==> src/design/drsl_pkg.sv <==
// Constants and types for the DS3 receive status latch and interrupt block.
// Assumes an APB slave with 32-bit data where each register takes one aligned word.
package drsl_pkg;

  localparam int DATA_W  = 32;
  localparam int REG_W   = 16;
  localparam int ADDR_W  = 8;
  localparam int LIVE_W  = 12;
  localparam int CNT_W   = 16;
  localparam int ALIGN_W = 13;
  localparam int NCNT    = 4;

  // Register indices; the byte address on the bus is four times the index.
  localparam logic [7:0] IDX_CTRL = 8'h20;
  localparam logic [7:0] IDX_LIVE = 8'h24;
  localparam logic [7:0] IDX_CNT  = 8'h26;
  localparam logic [7:0] IDX_LAT1 = 8'h28;
  localparam logic [7:0] IDX_LAT2 = 8'h2A;
  localparam logic [7:0] IDX_IE1  = 8'h2C;
  localparam logic [7:0] IDX_IE2  = 8'h2E;

  localparam logic [ADDR_W-1:0] ADDR_CTRL = {IDX_CTRL[5:0], 2'b00};
  localparam logic [ADDR_W-1:0] ADDR_LIVE = {IDX_LIVE[5:0], 2'b00};
  localparam logic [ADDR_W-1:0] ADDR_CNT  = {IDX_CNT[5:0], 2'b00};
  localparam logic [ADDR_W-1:0] ADDR_LAT1 = {IDX_LAT1[5:0], 2'b00};
  localparam logic [ADDR_W-1:0] ADDR_LAT2 = {IDX_LAT2[5:0], 2'b00};
  localparam logic [ADDR_W-1:0] ADDR_IE1  = {IDX_IE1[5:0], 2'b00};
  localparam logic [ADDR_W-1:0] ADDR_IE2  = {IDX_IE2[5:0], 2'b00};

  // Bit positions in the first latched register and the live status word.
  localparam int B_FORMAT_MISMATCH = 11;
  localparam int B_ALIGN_CHANGE    = 5;
  localparam int B_OUT_OF_FRAME    = 1;

  // Bit positions in the second latched register.
  localparam int B_CBIT_ERR   = 11;
  localparam int B_FEBE_ERR   = 10;
  localparam int B_PBIT_ERR   = 9;
  localparam int B_FRAME_ERR  = 8;
  localparam int B_CBIT_RISE  = 3;
  localparam int B_FEBE_RISE  = 2;
  localparam int B_PBIT_RISE  = 1;
  localparam int B_FRAME_RISE = 0;

  // Bit positions in the count flag register.
  localparam int C_CBIT  = 3;
  localparam int C_FEBE  = 2;
  localparam int C_PBIT  = 1;
  localparam int C_FRAME = 0;

  // Control register fields.
  localparam int CTRL_FCS_LSB = 8;
  localparam int CTRL_M23_BIT = 4;
  localparam int CTRL_PIE_BIT = 0;

  localparam logic [REG_W-1:0]  LAT1_MASK   = 16'h0FFF;
  localparam logic [REG_W-1:0]  LAT2_MASK   = 16'h0F0F;
  localparam logic [REG_W-1:0]  LAT2_M23    = 16'h0C0C;
  localparam logic [REG_W-1:0]  CTRL_MASK   = 16'h0311;
  localparam logic [LIVE_W-1:0] LIVE_CHG    = 12'h7DF;
  localparam logic [REG_W-1:0]  RST_REG     = 16'h0000;

  typedef enum logic [1:0] {
    FCS_OOF  = 2'b00,
    FCS_MF   = 2'b01,
    FCS_F    = 2'b10,
    FCS_M    = 2'b11
  } drsl_fcs_t;

endpackage : drsl_pkg

==> src/design/drsl_top.sv <==
// DS3 receive status latching, count flags and interrupt request for one port.
// Assumes framer flags, error pulses and counts arrive on clk, and an APB master.
//
// Implementation choice: the APB interface to the registers.
`timescale 1ns/1ps

// Operation
// - C-bit parity count flag is one when count nonzero, zero in M23.
// - Far-end block count flag is one when count nonzero, zero in M23.
// - P-bit parity count flag is one when that count is nonzero.
// - Framing count flag is one when count nonzero; event kind follows selection.
// - Format mismatch latch sets only on rising edge of the live flag.
// - Each other live flag latch sets on any change of state.
// - Alignment latch sets when a new alignment differs from the previous one.
// - C-bit and far-end error latches set per error, held zero in M23.
// - P-bit parity error latch sets on each detected P-bit error.
// - Framing error latch sets on each framing event chosen by the selection.
// - Count latches set on zero-to-one of count flags; C-bit, far-end zero in M23.
// - Request needs latch set, its enable one and port global enable set.
// - Selection 00 out-of-frame, 01 M or F, 10 F only, 11 M only.
// - Second enable register gates error and count latches with global enable.
module drsl_top import drsl_pkg::*; (
  input  wire logic              clk,
  input  wire logic              reset_n,
  input  wire logic              psel,
  input  wire logic              penable,
  input  wire logic              pwrite,
  input  wire logic [ADDR_W-1:0] paddr,
  input  wire logic [DATA_W-1:0] pwdata,
  output logic      [DATA_W-1:0] prdata,
  output logic                   pready,
  output logic                   pslverr,
  output logic                   irq,
  input  wire logic              format_mismatch,
  input  wire logic              app_id_channel,
  input  wire logic              idle_signal,
  input  wire logic              unframed_all_ones,
  input  wire logic              multiframe_loss,
  input  wire logic              severely_errored_frame,
  input  wire logic              frame_loss,
  input  wire logic              remote_defect,
  input  wire logic              alarm_signal,
  input  wire logic              out_of_frame,
  input  wire logic              signal_loss,
  input  wire logic              align_load,
  input  wire logic [ALIGN_W-1:0] align_pos,
  input  wire logic              cbit_parity_err,
  input  wire logic              far_end_block_err,
  input  wire logic              pbit_parity_err,
  input  wire logic              m_bit_err,
  input  wire logic              f_bit_err,
  input  wire logic [CNT_W-1:0]  cbit_parity_count,
  input  wire logic [CNT_W-1:0]  far_end_block_count,
  input  wire logic [CNT_W-1:0]  pbit_parity_count,
  input  wire logic [CNT_W-1:0]  framing_count
);

  logic [REG_W-1:0]   ctrl_q;
  logic [REG_W-1:0]   ie1_q;
  logic [REG_W-1:0]   ie2_q;
  logic [REG_W-1:0]   lat1_q;
  logic [REG_W-1:0]   lat1_d;
  logic [REG_W-1:0]   lat2_q;
  logic [REG_W-1:0]   lat2_d;
  logic [REG_W-1:0]   set1;
  logic [REG_W-1:0]   set2;
  logic [REG_W-1:0]   clr1;
  logic [REG_W-1:0]   clr2;
  logic [NCNT-1:0]    cnt_q;
  logic [NCNT-1:0]    cnt_d;
  logic [NCNT-1:0]    cnt_rise;
  logic [LIVE_W-1:0]  live_v;
  logic [LIVE_W-1:0]  live_rise;
  logic [LIVE_W-1:0]  live_chg;
  logic [ALIGN_W-1:0] align_prev_q;
  logic               align_seen_q;
  logic               align_change;
  logic               armed_q;
  logic               m23;
  logic               port_irq_en;
  drsl_fcs_t          fcs;
  logic               frame_event;
  logic [REG_W-1:0]   rd_val;
  logic               rd_hit;
  logic               setup;
  logic               access;
  logic               wr_ctrl;
  logic               wr_ie1;
  logic               wr_ie2;
  logic               wr_lat1;
  logic               wr_lat2;
  logic [DATA_W-1:0]  prdata_q;
  logic               pslverr_q;
  logic               irq_q;

  assign m23         = ctrl_q[CTRL_M23_BIT];
  assign port_irq_en = ctrl_q[CTRL_PIE_BIT];
  assign fcs         = drsl_fcs_t'(ctrl_q[CTRL_FCS_LSB+1:CTRL_FCS_LSB]);

  always_ff @(posedge clk) begin
    if (!reset_n) begin
      armed_q <= 1'b0;
    end else begin
      armed_q <= 1'b1;
    end
  end

  // Live flags in latched-register bit order; the alignment slot has no level.
  assign live_v = {format_mismatch, app_id_channel, idle_signal, unframed_all_ones,
                   multiframe_loss, severely_errored_frame, 1'b0, frame_loss,
                   remote_defect, alarm_signal, out_of_frame, signal_loss};

  drsl_chg_det #(.W(LIVE_W)) u_live_det (
    .clk     (clk),
    .reset_n (reset_n),
    .arm     (armed_q),
    .cur     (live_v),
    .rise    (live_rise),
    .change  (live_chg)
  );

  assign cnt_d[C_CBIT]  = (cbit_parity_count != '0) & ~m23;
  assign cnt_d[C_FEBE]  = (far_end_block_count != '0) & ~m23;
  assign cnt_d[C_PBIT]  = (pbit_parity_count != '0);
  assign cnt_d[C_FRAME] = (framing_count != '0);

  always_ff @(posedge clk) begin
    if (!reset_n) begin
      cnt_q <= '0;
    end else begin
      cnt_q <= cnt_d;
    end
  end

  drsl_chg_det #(.W(NCNT)) u_cnt_det (
    .clk     (clk),
    .reset_n (reset_n),
    .arm     (armed_q),
    .cur     (cnt_q),
    .rise    (cnt_rise),
    .change  ()
  );

  always_ff @(posedge clk) begin
    if (!reset_n) begin
      align_prev_q <= '0;
      align_seen_q <= 1'b0;
    end else if (align_load) begin
      align_prev_q <= align_pos;
      align_seen_q <= 1'b1;
    end
  end

  assign align_change = align_load & align_seen_q & (align_pos != align_prev_q);

  always_comb begin
    case (fcs)
      FCS_OOF: frame_event = live_rise[B_OUT_OF_FRAME];
      FCS_MF:  frame_event = m_bit_err | f_bit_err;
      FCS_F:   frame_event = f_bit_err;
      FCS_M:   frame_event = m_bit_err;
      default: frame_event = 1'b0;
    endcase
  end

  always_comb begin
    set1                    = {{(REG_W-LIVE_W){1'b0}}, live_chg & LIVE_CHG};
    set1[B_FORMAT_MISMATCH] = live_rise[B_FORMAT_MISMATCH];
    set1[B_ALIGN_CHANGE]    = align_change;
  end

  always_comb begin
    set2               = '0;
    set2[B_CBIT_ERR]   = cbit_parity_err & ~m23;
    set2[B_FEBE_ERR]   = far_end_block_err & ~m23;
    set2[B_PBIT_ERR]   = pbit_parity_err;
    set2[B_FRAME_ERR]  = frame_event;
    set2[B_CBIT_RISE]  = cnt_rise[C_CBIT] & ~m23;
    set2[B_FEBE_RISE]  = cnt_rise[C_FEBE] & ~m23;
    set2[B_PBIT_RISE]  = cnt_rise[C_PBIT];
    set2[B_FRAME_RISE] = cnt_rise[C_FRAME];
  end

  assign setup   = psel & ~penable;
  assign access  = psel & penable;
  assign wr_ctrl = access & pwrite & (paddr == ADDR_CTRL);
  assign wr_ie1  = access & pwrite & (paddr == ADDR_IE1);
  assign wr_ie2  = access & pwrite & (paddr == ADDR_IE2);
  assign wr_lat1 = access & pwrite & (paddr == ADDR_LAT1);
  assign wr_lat2 = access & pwrite & (paddr == ADDR_LAT2);

  assign clr1 = wr_lat1 ? (pwdata[REG_W-1:0] & LAT1_MASK) : '0;
  assign clr2 = wr_lat2 ? (pwdata[REG_W-1:0] & LAT2_MASK) : '0;

  // A new event in the clearing cycle wins; M23 mode still forces its bits low.
  assign lat1_d = ((lat1_q & ~clr1) | set1) & LAT1_MASK;
  assign lat2_d = ((lat2_q & ~clr2) | set2) & LAT2_MASK & ~(m23 ? LAT2_M23 : '0);

  always_ff @(posedge clk) begin
    if (!reset_n) begin
      lat1_q <= RST_REG;
      lat2_q <= RST_REG;
    end else begin
      lat1_q <= lat1_d;
      lat2_q <= lat2_d;
    end
  end

  always_ff @(posedge clk) begin
    if (!reset_n) begin
      ctrl_q <= RST_REG;
    end else if (wr_ctrl) begin
      ctrl_q <= pwdata[REG_W-1:0] & CTRL_MASK;
    end
  end

  always_ff @(posedge clk) begin
    if (!reset_n) begin
      ie1_q <= RST_REG;
    end else if (wr_ie1) begin
      ie1_q <= pwdata[REG_W-1:0] & LAT1_MASK;
    end
  end

  always_ff @(posedge clk) begin
    if (!reset_n) begin
      ie2_q <= RST_REG;
    end else if (wr_ie2) begin
      ie2_q <= pwdata[REG_W-1:0] & LAT2_MASK;
    end
  end

  always_comb begin
    rd_val = '0;
    rd_hit = 1'b1;
    if (paddr == ADDR_CTRL) begin
      rd_val = ctrl_q;
    end else if (paddr == ADDR_LIVE) begin
      rd_val = {{(REG_W-LIVE_W){1'b0}}, live_v};
    end else if (paddr == ADDR_CNT) begin
      rd_val = {{(REG_W-NCNT){1'b0}}, cnt_q};
    end else if (paddr == ADDR_LAT1) begin
      rd_val = lat1_q;
    end else if (paddr == ADDR_LAT2) begin
      rd_val = lat2_q;
    end else if (paddr == ADDR_IE1) begin
      rd_val = ie1_q;
    end else if (paddr == ADDR_IE2) begin
      rd_val = ie2_q;
    end else begin
      rd_hit = 1'b0;
    end
  end

  // Read data and error are captured in the setup cycle and stand through access.
  always_ff @(posedge clk) begin
    if (!reset_n) begin
      prdata_q  <= '0;
      pslverr_q <= 1'b0;
    end else if (setup) begin
      prdata_q  <= {{(DATA_W-REG_W){1'b0}}, rd_val};
      pslverr_q <= ~rd_hit;
    end else if (!psel) begin
      pslverr_q <= 1'b0;
    end
  end

  always_ff @(posedge clk) begin
    if (!reset_n) begin
      irq_q <= 1'b0;
    end else begin
      irq_q <= port_irq_en & ((|(lat1_q & ie1_q)) | (|(lat2_q & ie2_q)));
    end
  end

  assign prdata  = prdata_q;
  assign pslverr = pslverr_q;
  assign pready  = access;
  assign irq     = irq_q;
endmodule : drsl_top

==> src/design/drsl_chg_det.sv <==
// Per-bit rise and change detector for a vector of level flags.
// Assumes the flags come from logic on the same clock; arm stays low until prev is valid.
`timescale 1ns/1ps
module drsl_chg_det import drsl_pkg::*; #(
  parameter int W = LIVE_W
) (
  input  wire logic         clk,
  input  wire logic         reset_n,
  input  wire logic         arm,
  input  wire logic [W-1:0] cur,
  output logic      [W-1:0] rise,
  output logic      [W-1:0] change
);

  logic [W-1:0] prev_q;

  always_ff @(posedge clk) begin
    if (!reset_n) begin
      prev_q <= '0;
    end else begin
      prev_q <= cur;
    end
  end

  genvar i;
  generate
    for (i = 0; i < W; i++) begin : g_bit
      assign rise[i]   = arm & cur[i] & ~prev_q[i];
      assign change[i] = arm & (cur[i] ^ prev_q[i]);
    end
  endgenerate

endmodule : drsl_chg_det

==> config.mk <==
export PLATFORM = sky130hd
export DESIGN_NAME = drsl_top
export DESIGN_NICKNAME = d
export VERILOG_FILES = /design/src/design/drsl_pkg.sv /design/src/design/drsl_top.sv /design/src/design/drsl_chg_det.sv
export SDC_FILE = /design/constraint.sdc
export NUM_CORES = 1
export LEC_CHECK = 0
export BUFFER_PORTS_ARGS = -buffer_cell sky130_fd_sc_hd__buf_4
export CAP_MARGIN = 25
export CORE_MARGIN = 2
export CORE_UTILIZATION = 45
export CTS_CLUSTER_SIZE = 28
export DETAILED_ROUTE_END_ITERATION = 16
export GPL_TIMING_DRIVEN = 0
export MAX_ROUTING_LAYER = met4
export PLACE_DENSITY = 0.73
export SYNTH_ARGS = -nofsm -noshare
export SYNTH_HDL_FRONTEND = slang
export SYNTH_SLANG_ARGS = --single-unit
==> constraint.sdc <==
create_clock -name clk -period 2.1 [get_ports clk]
set_clock_uncertainty 0.05 [all_clocks]
set_input_delay 0.21 -clock clk [delete_from_list [all_inputs] [get_ports clk]]
set_output_delay 0.21 -clock clk [all_outputs]
set_load 0.01 [all_outputs]
; Yosys cells after proc, flatten, opt, wreduce, memory -nomap -nowiden
; Index checks and enable logic that the tools add are counted.
[classes]
eq_ne = 12
n_mux = 21
n_bitwise = 70
reduce_logical = 7
[ops]
columns = cell, n
row1 = 16-bit 2-to-1 mux, 5
row2 = 16-bit nonzero test, 4
row3 = 12-bit 2-to-1 mux, 5
row4 = 8-bit equality test (second input constant), 7
row5 = 1-bit bitwise AND, 39
row6 = 12-bit bitwise AND, 3
row7 = 16-bit OR reduction, 2
row8 = 12-bit inverter, 2
row9 = 12-bit bitwise OR, 2
row10 = 12-bit by 16-bit bitwise AND with 16-bit output, 1
row11 = 16-bit by 12-bit bitwise AND with 16-bit output, 1
row12 = 12-bit inverter with 16-bit output, 1
row13 = 13-bit inequality test, 1
row14 = 1-bit 2-to-1 mux, 10
row15 = 1-bit XOR, 10
row16 = 1-bit inverter, 9
row17 = 2-bit equality test (second input constant), 2
row18 = 1-bit case mux with 4 select lines, 1
row19 = 2-bit by 1-bit equality test with 1-bit output (second input constant), 1
row20 = 2-bit zero test, 1
row21 = 2-bit by 1-bit inequality test with 1-bit output (second input constant), 1
row22 = 1-bit bitwise OR, 2
[totals]
ff_bits = 104
input_bits = 139
output_inout_bits = 35
wordCells = 124

; Depth between registers and ports, before layout
[depth]
depth_word = 10
mapped_depth = 7
ltp_nobuf = 5

; Cells and area by module
; From an unflattened synthesis, not the netlist that was laid out.
[unflattened]
cells_unflattened = 516
area_unflattened_um2 = 4619.4
[modules_own_cells]
columns = module, instances, cells_each, area_per_inst_um2, seq_area_each_um2
row1 = drsl_top, 1, 433, 3792.4, 1541.5
row2 = drsl_chg_det at u_live_det, 1, 63, 616.8, 240.2
row3 = drsl_chg_det at u_cnt_det, 1, 20, 210.2, 80.1

; Worst setup path before layout
; Ideal clock, no wire load.
[synth_path]
kind = input to register
startpoint = in paddr[3]
endpoint = reg lat1_q[1]
setup_time_ps = 132
arrival_time_ps = 1540
slack_ps = 378
cell_stages = 7
path_buffers = 2
cell_sequence = buf_2 nor4_4 nand3_2 or3_4 buf_6 o21ai_1 a21oi_1
[synth_between]
elab_chain_len = 6
[synth_rtl]
columns = element, line_no
row1 = start: declaration, drsl_top.sv:28  ; input wire logic [ADDR_W-1:0] paddr,
row2 = 8-bit equality test, drsl_top.sv:189  ; assign wr_lat1 = access & pwrite & (paddr == ADDR_LAT1);
row3 = 1-bit bitwise AND, drsl_top.sv:189
row4 = 12-bit 2-to-1 mux, drsl_top.sv:192  ; assign clr1 = wr_lat1 ? (pwdata[REG_W-1:0] & LAT1_MASK) : '0;
row5 = 12-bit inverter, drsl_top.sv:196  ; assign lat1_d = ((lat1_q & ~clr1) | set1) & LAT1_MASK;
row6 = 12-bit bitwise AND, drsl_top.sv:196
row7 = 12-bit bitwise OR, drsl_top.sv:196
row8 = end signal: assignment, drsl_top.sv:204  ; lat1_q <= lat1_d;
row9 = end: declaration, drsl_top.sv:61  ; logic [REG_W-1:0] lat1_q;
; Every way passes these cells.
; A chain may end at the register's enable or synchronous reset.

==> impl_metrics.toml <==
[floorplanning]
die_w_um = 103
initial_core_util_pct = 46.0
fp-row-count = 36
io_pins = 174
core_mm2 = 0.00968
die_y_um = 103
dieArea_mm2 = 0.0107

[pwr]
peakVddDrop_uv = 337
power.density_mw_per_mm2 = 613
internal_power_mw = 2.68
power.share.clock_pct = 32.7
switching_share_pct = 25.6
power.switching_mw = 0.923
total_power_mw = 3.60
p_comb_share_pct = 15.6
p_leak_nw = 2.47
p_seq_share_pct = 51.7

[critical_path]
startpoint_type = "primary input"
critPathKind = "primary input to register"
crit_path_cell_trace = "dlygate4sd3_1 -> buf_4 -> clkbuf_1 -> clkbuf_1 -> o21ai_0 -> a31oi_1"
crit_path_frequent_cell = "clkbuf_1"
path_max_fanout = 10
cp_slowest_cell = "clkbuf_1"
reg2reg_slack_ns = 0.54
critPathArrivalTime_ns = 2.18
r2r-end = "lat1_q[5]"
required_ns = 2.35
critPathCaptureType = "register"
reg2reg_from = "align_prev_q[10]"
cp_slowest_stage_delay_ns = 0.57
rr_worst_depth = 5

[sta]
finalSetupTns_ns = 0
slew_viol_final = 0
fin_crit_ns = 1.94
rsz0062_at_grt = "no"
hold_viol_final = 0
fmax_mhz = 516
maxSlewHeadroom_pct = 32.0
min_period_over_period_pct = 92.2
tightest_slew_ns = 1.01
finalSetupViolCount = 0

[yosys]
synthesis.area_mm2 = 0.00445
ys_ff_latch = 92
synthCells = 482
ys.flop_type = "dfxtp_1"
yosysWarnings = 0
ys_types = 56
synth_enable_flop_cells = 0
syn_area_per_cell_um2 = 9.23
async_flop_share_pct = 0
synthSimpleGateAreaFrac_pct = 19.9
synth_xor_area_share_pct = 4.53
synth_top_family_by_area = "simple AND/OR/NAND/NOR gates"
yosysSeqAreaShare_pct = 41.4
synthMuxAreaShare_pct = 11.8
synth_fa_ha_area_share_pct = 0
synth-compound-area-share_pct = 15.0

[clocking]
insertion_delay_ns = 0.36
clock_path_buffers = 2
htree_levels = 3
cts_root_buffer = "clkbuf_8"
cts_tree = "yes"
cts_made_buffers = 9
cts-resized-gates = 0
path_clk_slew_ns = 0.09
clock_sinks = 92

[status]
outcome = "finished clean"

[routing]
drcViolationCount = 0
viasPerCell = 5.46
postRouteAntennaNets = 0
dr.pass1.iters = 5
drt_iter0_markers = 294
wl_per_cell_um = 17.8
num_vias = 4263
wl_um = 13900

[cells_and_area]
drive_gt1_share_pct = 29.6
antenna_cells = 0
fillCellCount = 881
syn_to_final_growth_pct = 32.0
ff_latch_area_mm2 = 0.00184
layout_common_cells = "buf_4, dfxtp_1, nor2_1, mux2i_1, a21oi_1"
nets = 783
multi_input_area_mm2 = 0.00235
design_area_mm2 = 0.00588
final_common_cell = "buf_4"

[worst_hold_path]
holdPathStages = 2
hp-class = "primary input to register"
hp-start = "pwdata[11]"
worstHoldEndpoint = "lat2_q[11]"

[run]
drv_cap = 0

[placement]
port_buffers = 130
hpwl_um = 10800
gp_congestion = 0.950
placed_area_mm2 = 0.00566

[global_route]
grt_use_total_pct = 26.4
antenna_found_initial = 0
grt_max_degree = 15
grt_pass1_wl_um = 20400
grt_pass1_vias = 3978
overflow = 0
power groups by stage:
stage               sequential [mW]  clock, mW  combinational, mW
finish                         1.86       1.18              0.562
global placement               1.90          0              0.539
floorplan                      1.88          0              0.274
global route                   1.87       1.27              0.609
detailed placement             1.90          0              0.553
CTS                            1.86       1.20              0.558
cell type report:
class / instances / area share [%]
Multi-Input combinational cell: 350 / 40.1
Sequential cell: 92 / 31.3
Timing Repair Buffer: 132 / 17.0
Buffer: 42 / 4.47
Tap cell: 133 / 2.83
Clock buffer: 11 / 2.41
Inverter: 17 / 1.09
Clock inverter: 4 / 0.852
synth_stat cells, types with 3 or more instances:
library cell | number | area (um^2)
nand3b_1 | 7 | 52.6
buf_4 | 21 | 158
buf_6 | 3 | 33.8
a21bo_2 | 5 | 50.1
xnor2_1 | 7 | 61.3
xor2_1 | 16 | 140
o21ai_1 | 10 | 50.1
a21oi_1 | 31 | 155
nor2_1 | 50 | 188
nand4_1 | 4 | 25.0
and2_1 | 16 | 100
o21ai_0 | 13 | 65.1
dfxtp_1 | 92 | 1840
a22o_1 | 5 | 43.8
mux4_2 | 4 | 90.1
mux2i_1 | 41 | 410
a221oi_1 | 6 | 52.6
nor4_1 | 19 | 119
nand2b_1 | 6 | 37.5
inv_1 | 15 | 56.3
nand3_1 | 8 | 40.0
nand2_1 | 21 | 78.8
a41oi_1 | 4 | 35.0
nor2b_1 | 3 | 18.8
nor3b_1 | 6 | 45.0
clkbuf_1 | 15 | 56.3
a31oi_1 | 5 | 31.3
nor3_1 | 5 | 25.0
buf_2 | 3 | 15.0
per-stage QoR:
stage | hold WS (ns) | std cells | utilization (%) | worst slack [ns]
after detailed placement | 0.284 | 764 | 58.5 | -0.0911
after global routing | 0.0133 | 781 | 60.7 | 0.108
final | 0.00746 | 781 | 60.7 | 0.163
after floorplan | 0.188 | 501 | - | 0.378
after CTS | 0.0123 | 781 | 60.7 | 0.188
after global placement | 0.283 | 764 | 58.5 | -0.0844
sequential cells by signal (all words and copies together), names as in the netlist:
signal / cells
ctrl_q: 4
ie2_q: 8
pslverr: 1
align_seen_q: 1
armed_q: 1
cnt_q: 4
prdata: 12
ie1_q: 12
irq: 1
u_cnt_det.prev_q: 4
u_live_det.prev_q: 11
align_prev_q: 13
lat1_q: 12
lat2_q: 8
worst max-delay path by stage:
stage | depth (start not counted) | endpoint | slack (ns) | startpoint
floorplan | 7 | lat1_q[1] | 0.38 | paddr[3]
global placement | 6 | lat2_q[8] | -0.08 | paddr[2]
detailed placement | 6 | lat2_q[0] | -0.09 | paddr[2]
CTS | 6 | lat2_q[9] | 0.19 | reset_n
global route | 6 | lat2_q[1] | 0.11 | paddr[2]
finish | 6 | lat2_q[9] | 0.16 | reset_n
critical path, delay by kind of cell:
family | cells | cell delay, ns
AOI/OAI and AO/OA | 2 | 0.34
buffers and inverters | 4 | 1.62
kinds of logic (layout without fill, tap and decap cells):
kind of cell | Yosys count | count (layout)
AND/OR/NAND/NOR | 159 | 159
AO/OA/AOI/OAI | 101 | 101
flip-flops | 92 | 92
buffers and inverters | 59 | 206
multiplexers | 47 | 47
XOR/XNOR | 23 | 23
other | 1 | 20
repair_timing:
action | CTS | global route
setup buffers | 0 | 0
endpoints found under the hold margin | 2 | 0
hold buffers | 2 | 0
setup endpoints to repair | 0 | 0
layer usage:
metal	global-route usage, %	up-vias	wire [um]	part of all wire [%]
met4	6.58	0	218	1.6
met1	35.1	2044	6010	43
met3	4.57	28	849	6.1
met2	41.8	172	6790	49
li1	-	2019	-	-
met5	-	-	0	0
Note: power is estimated with default switching activity, not from simulation.
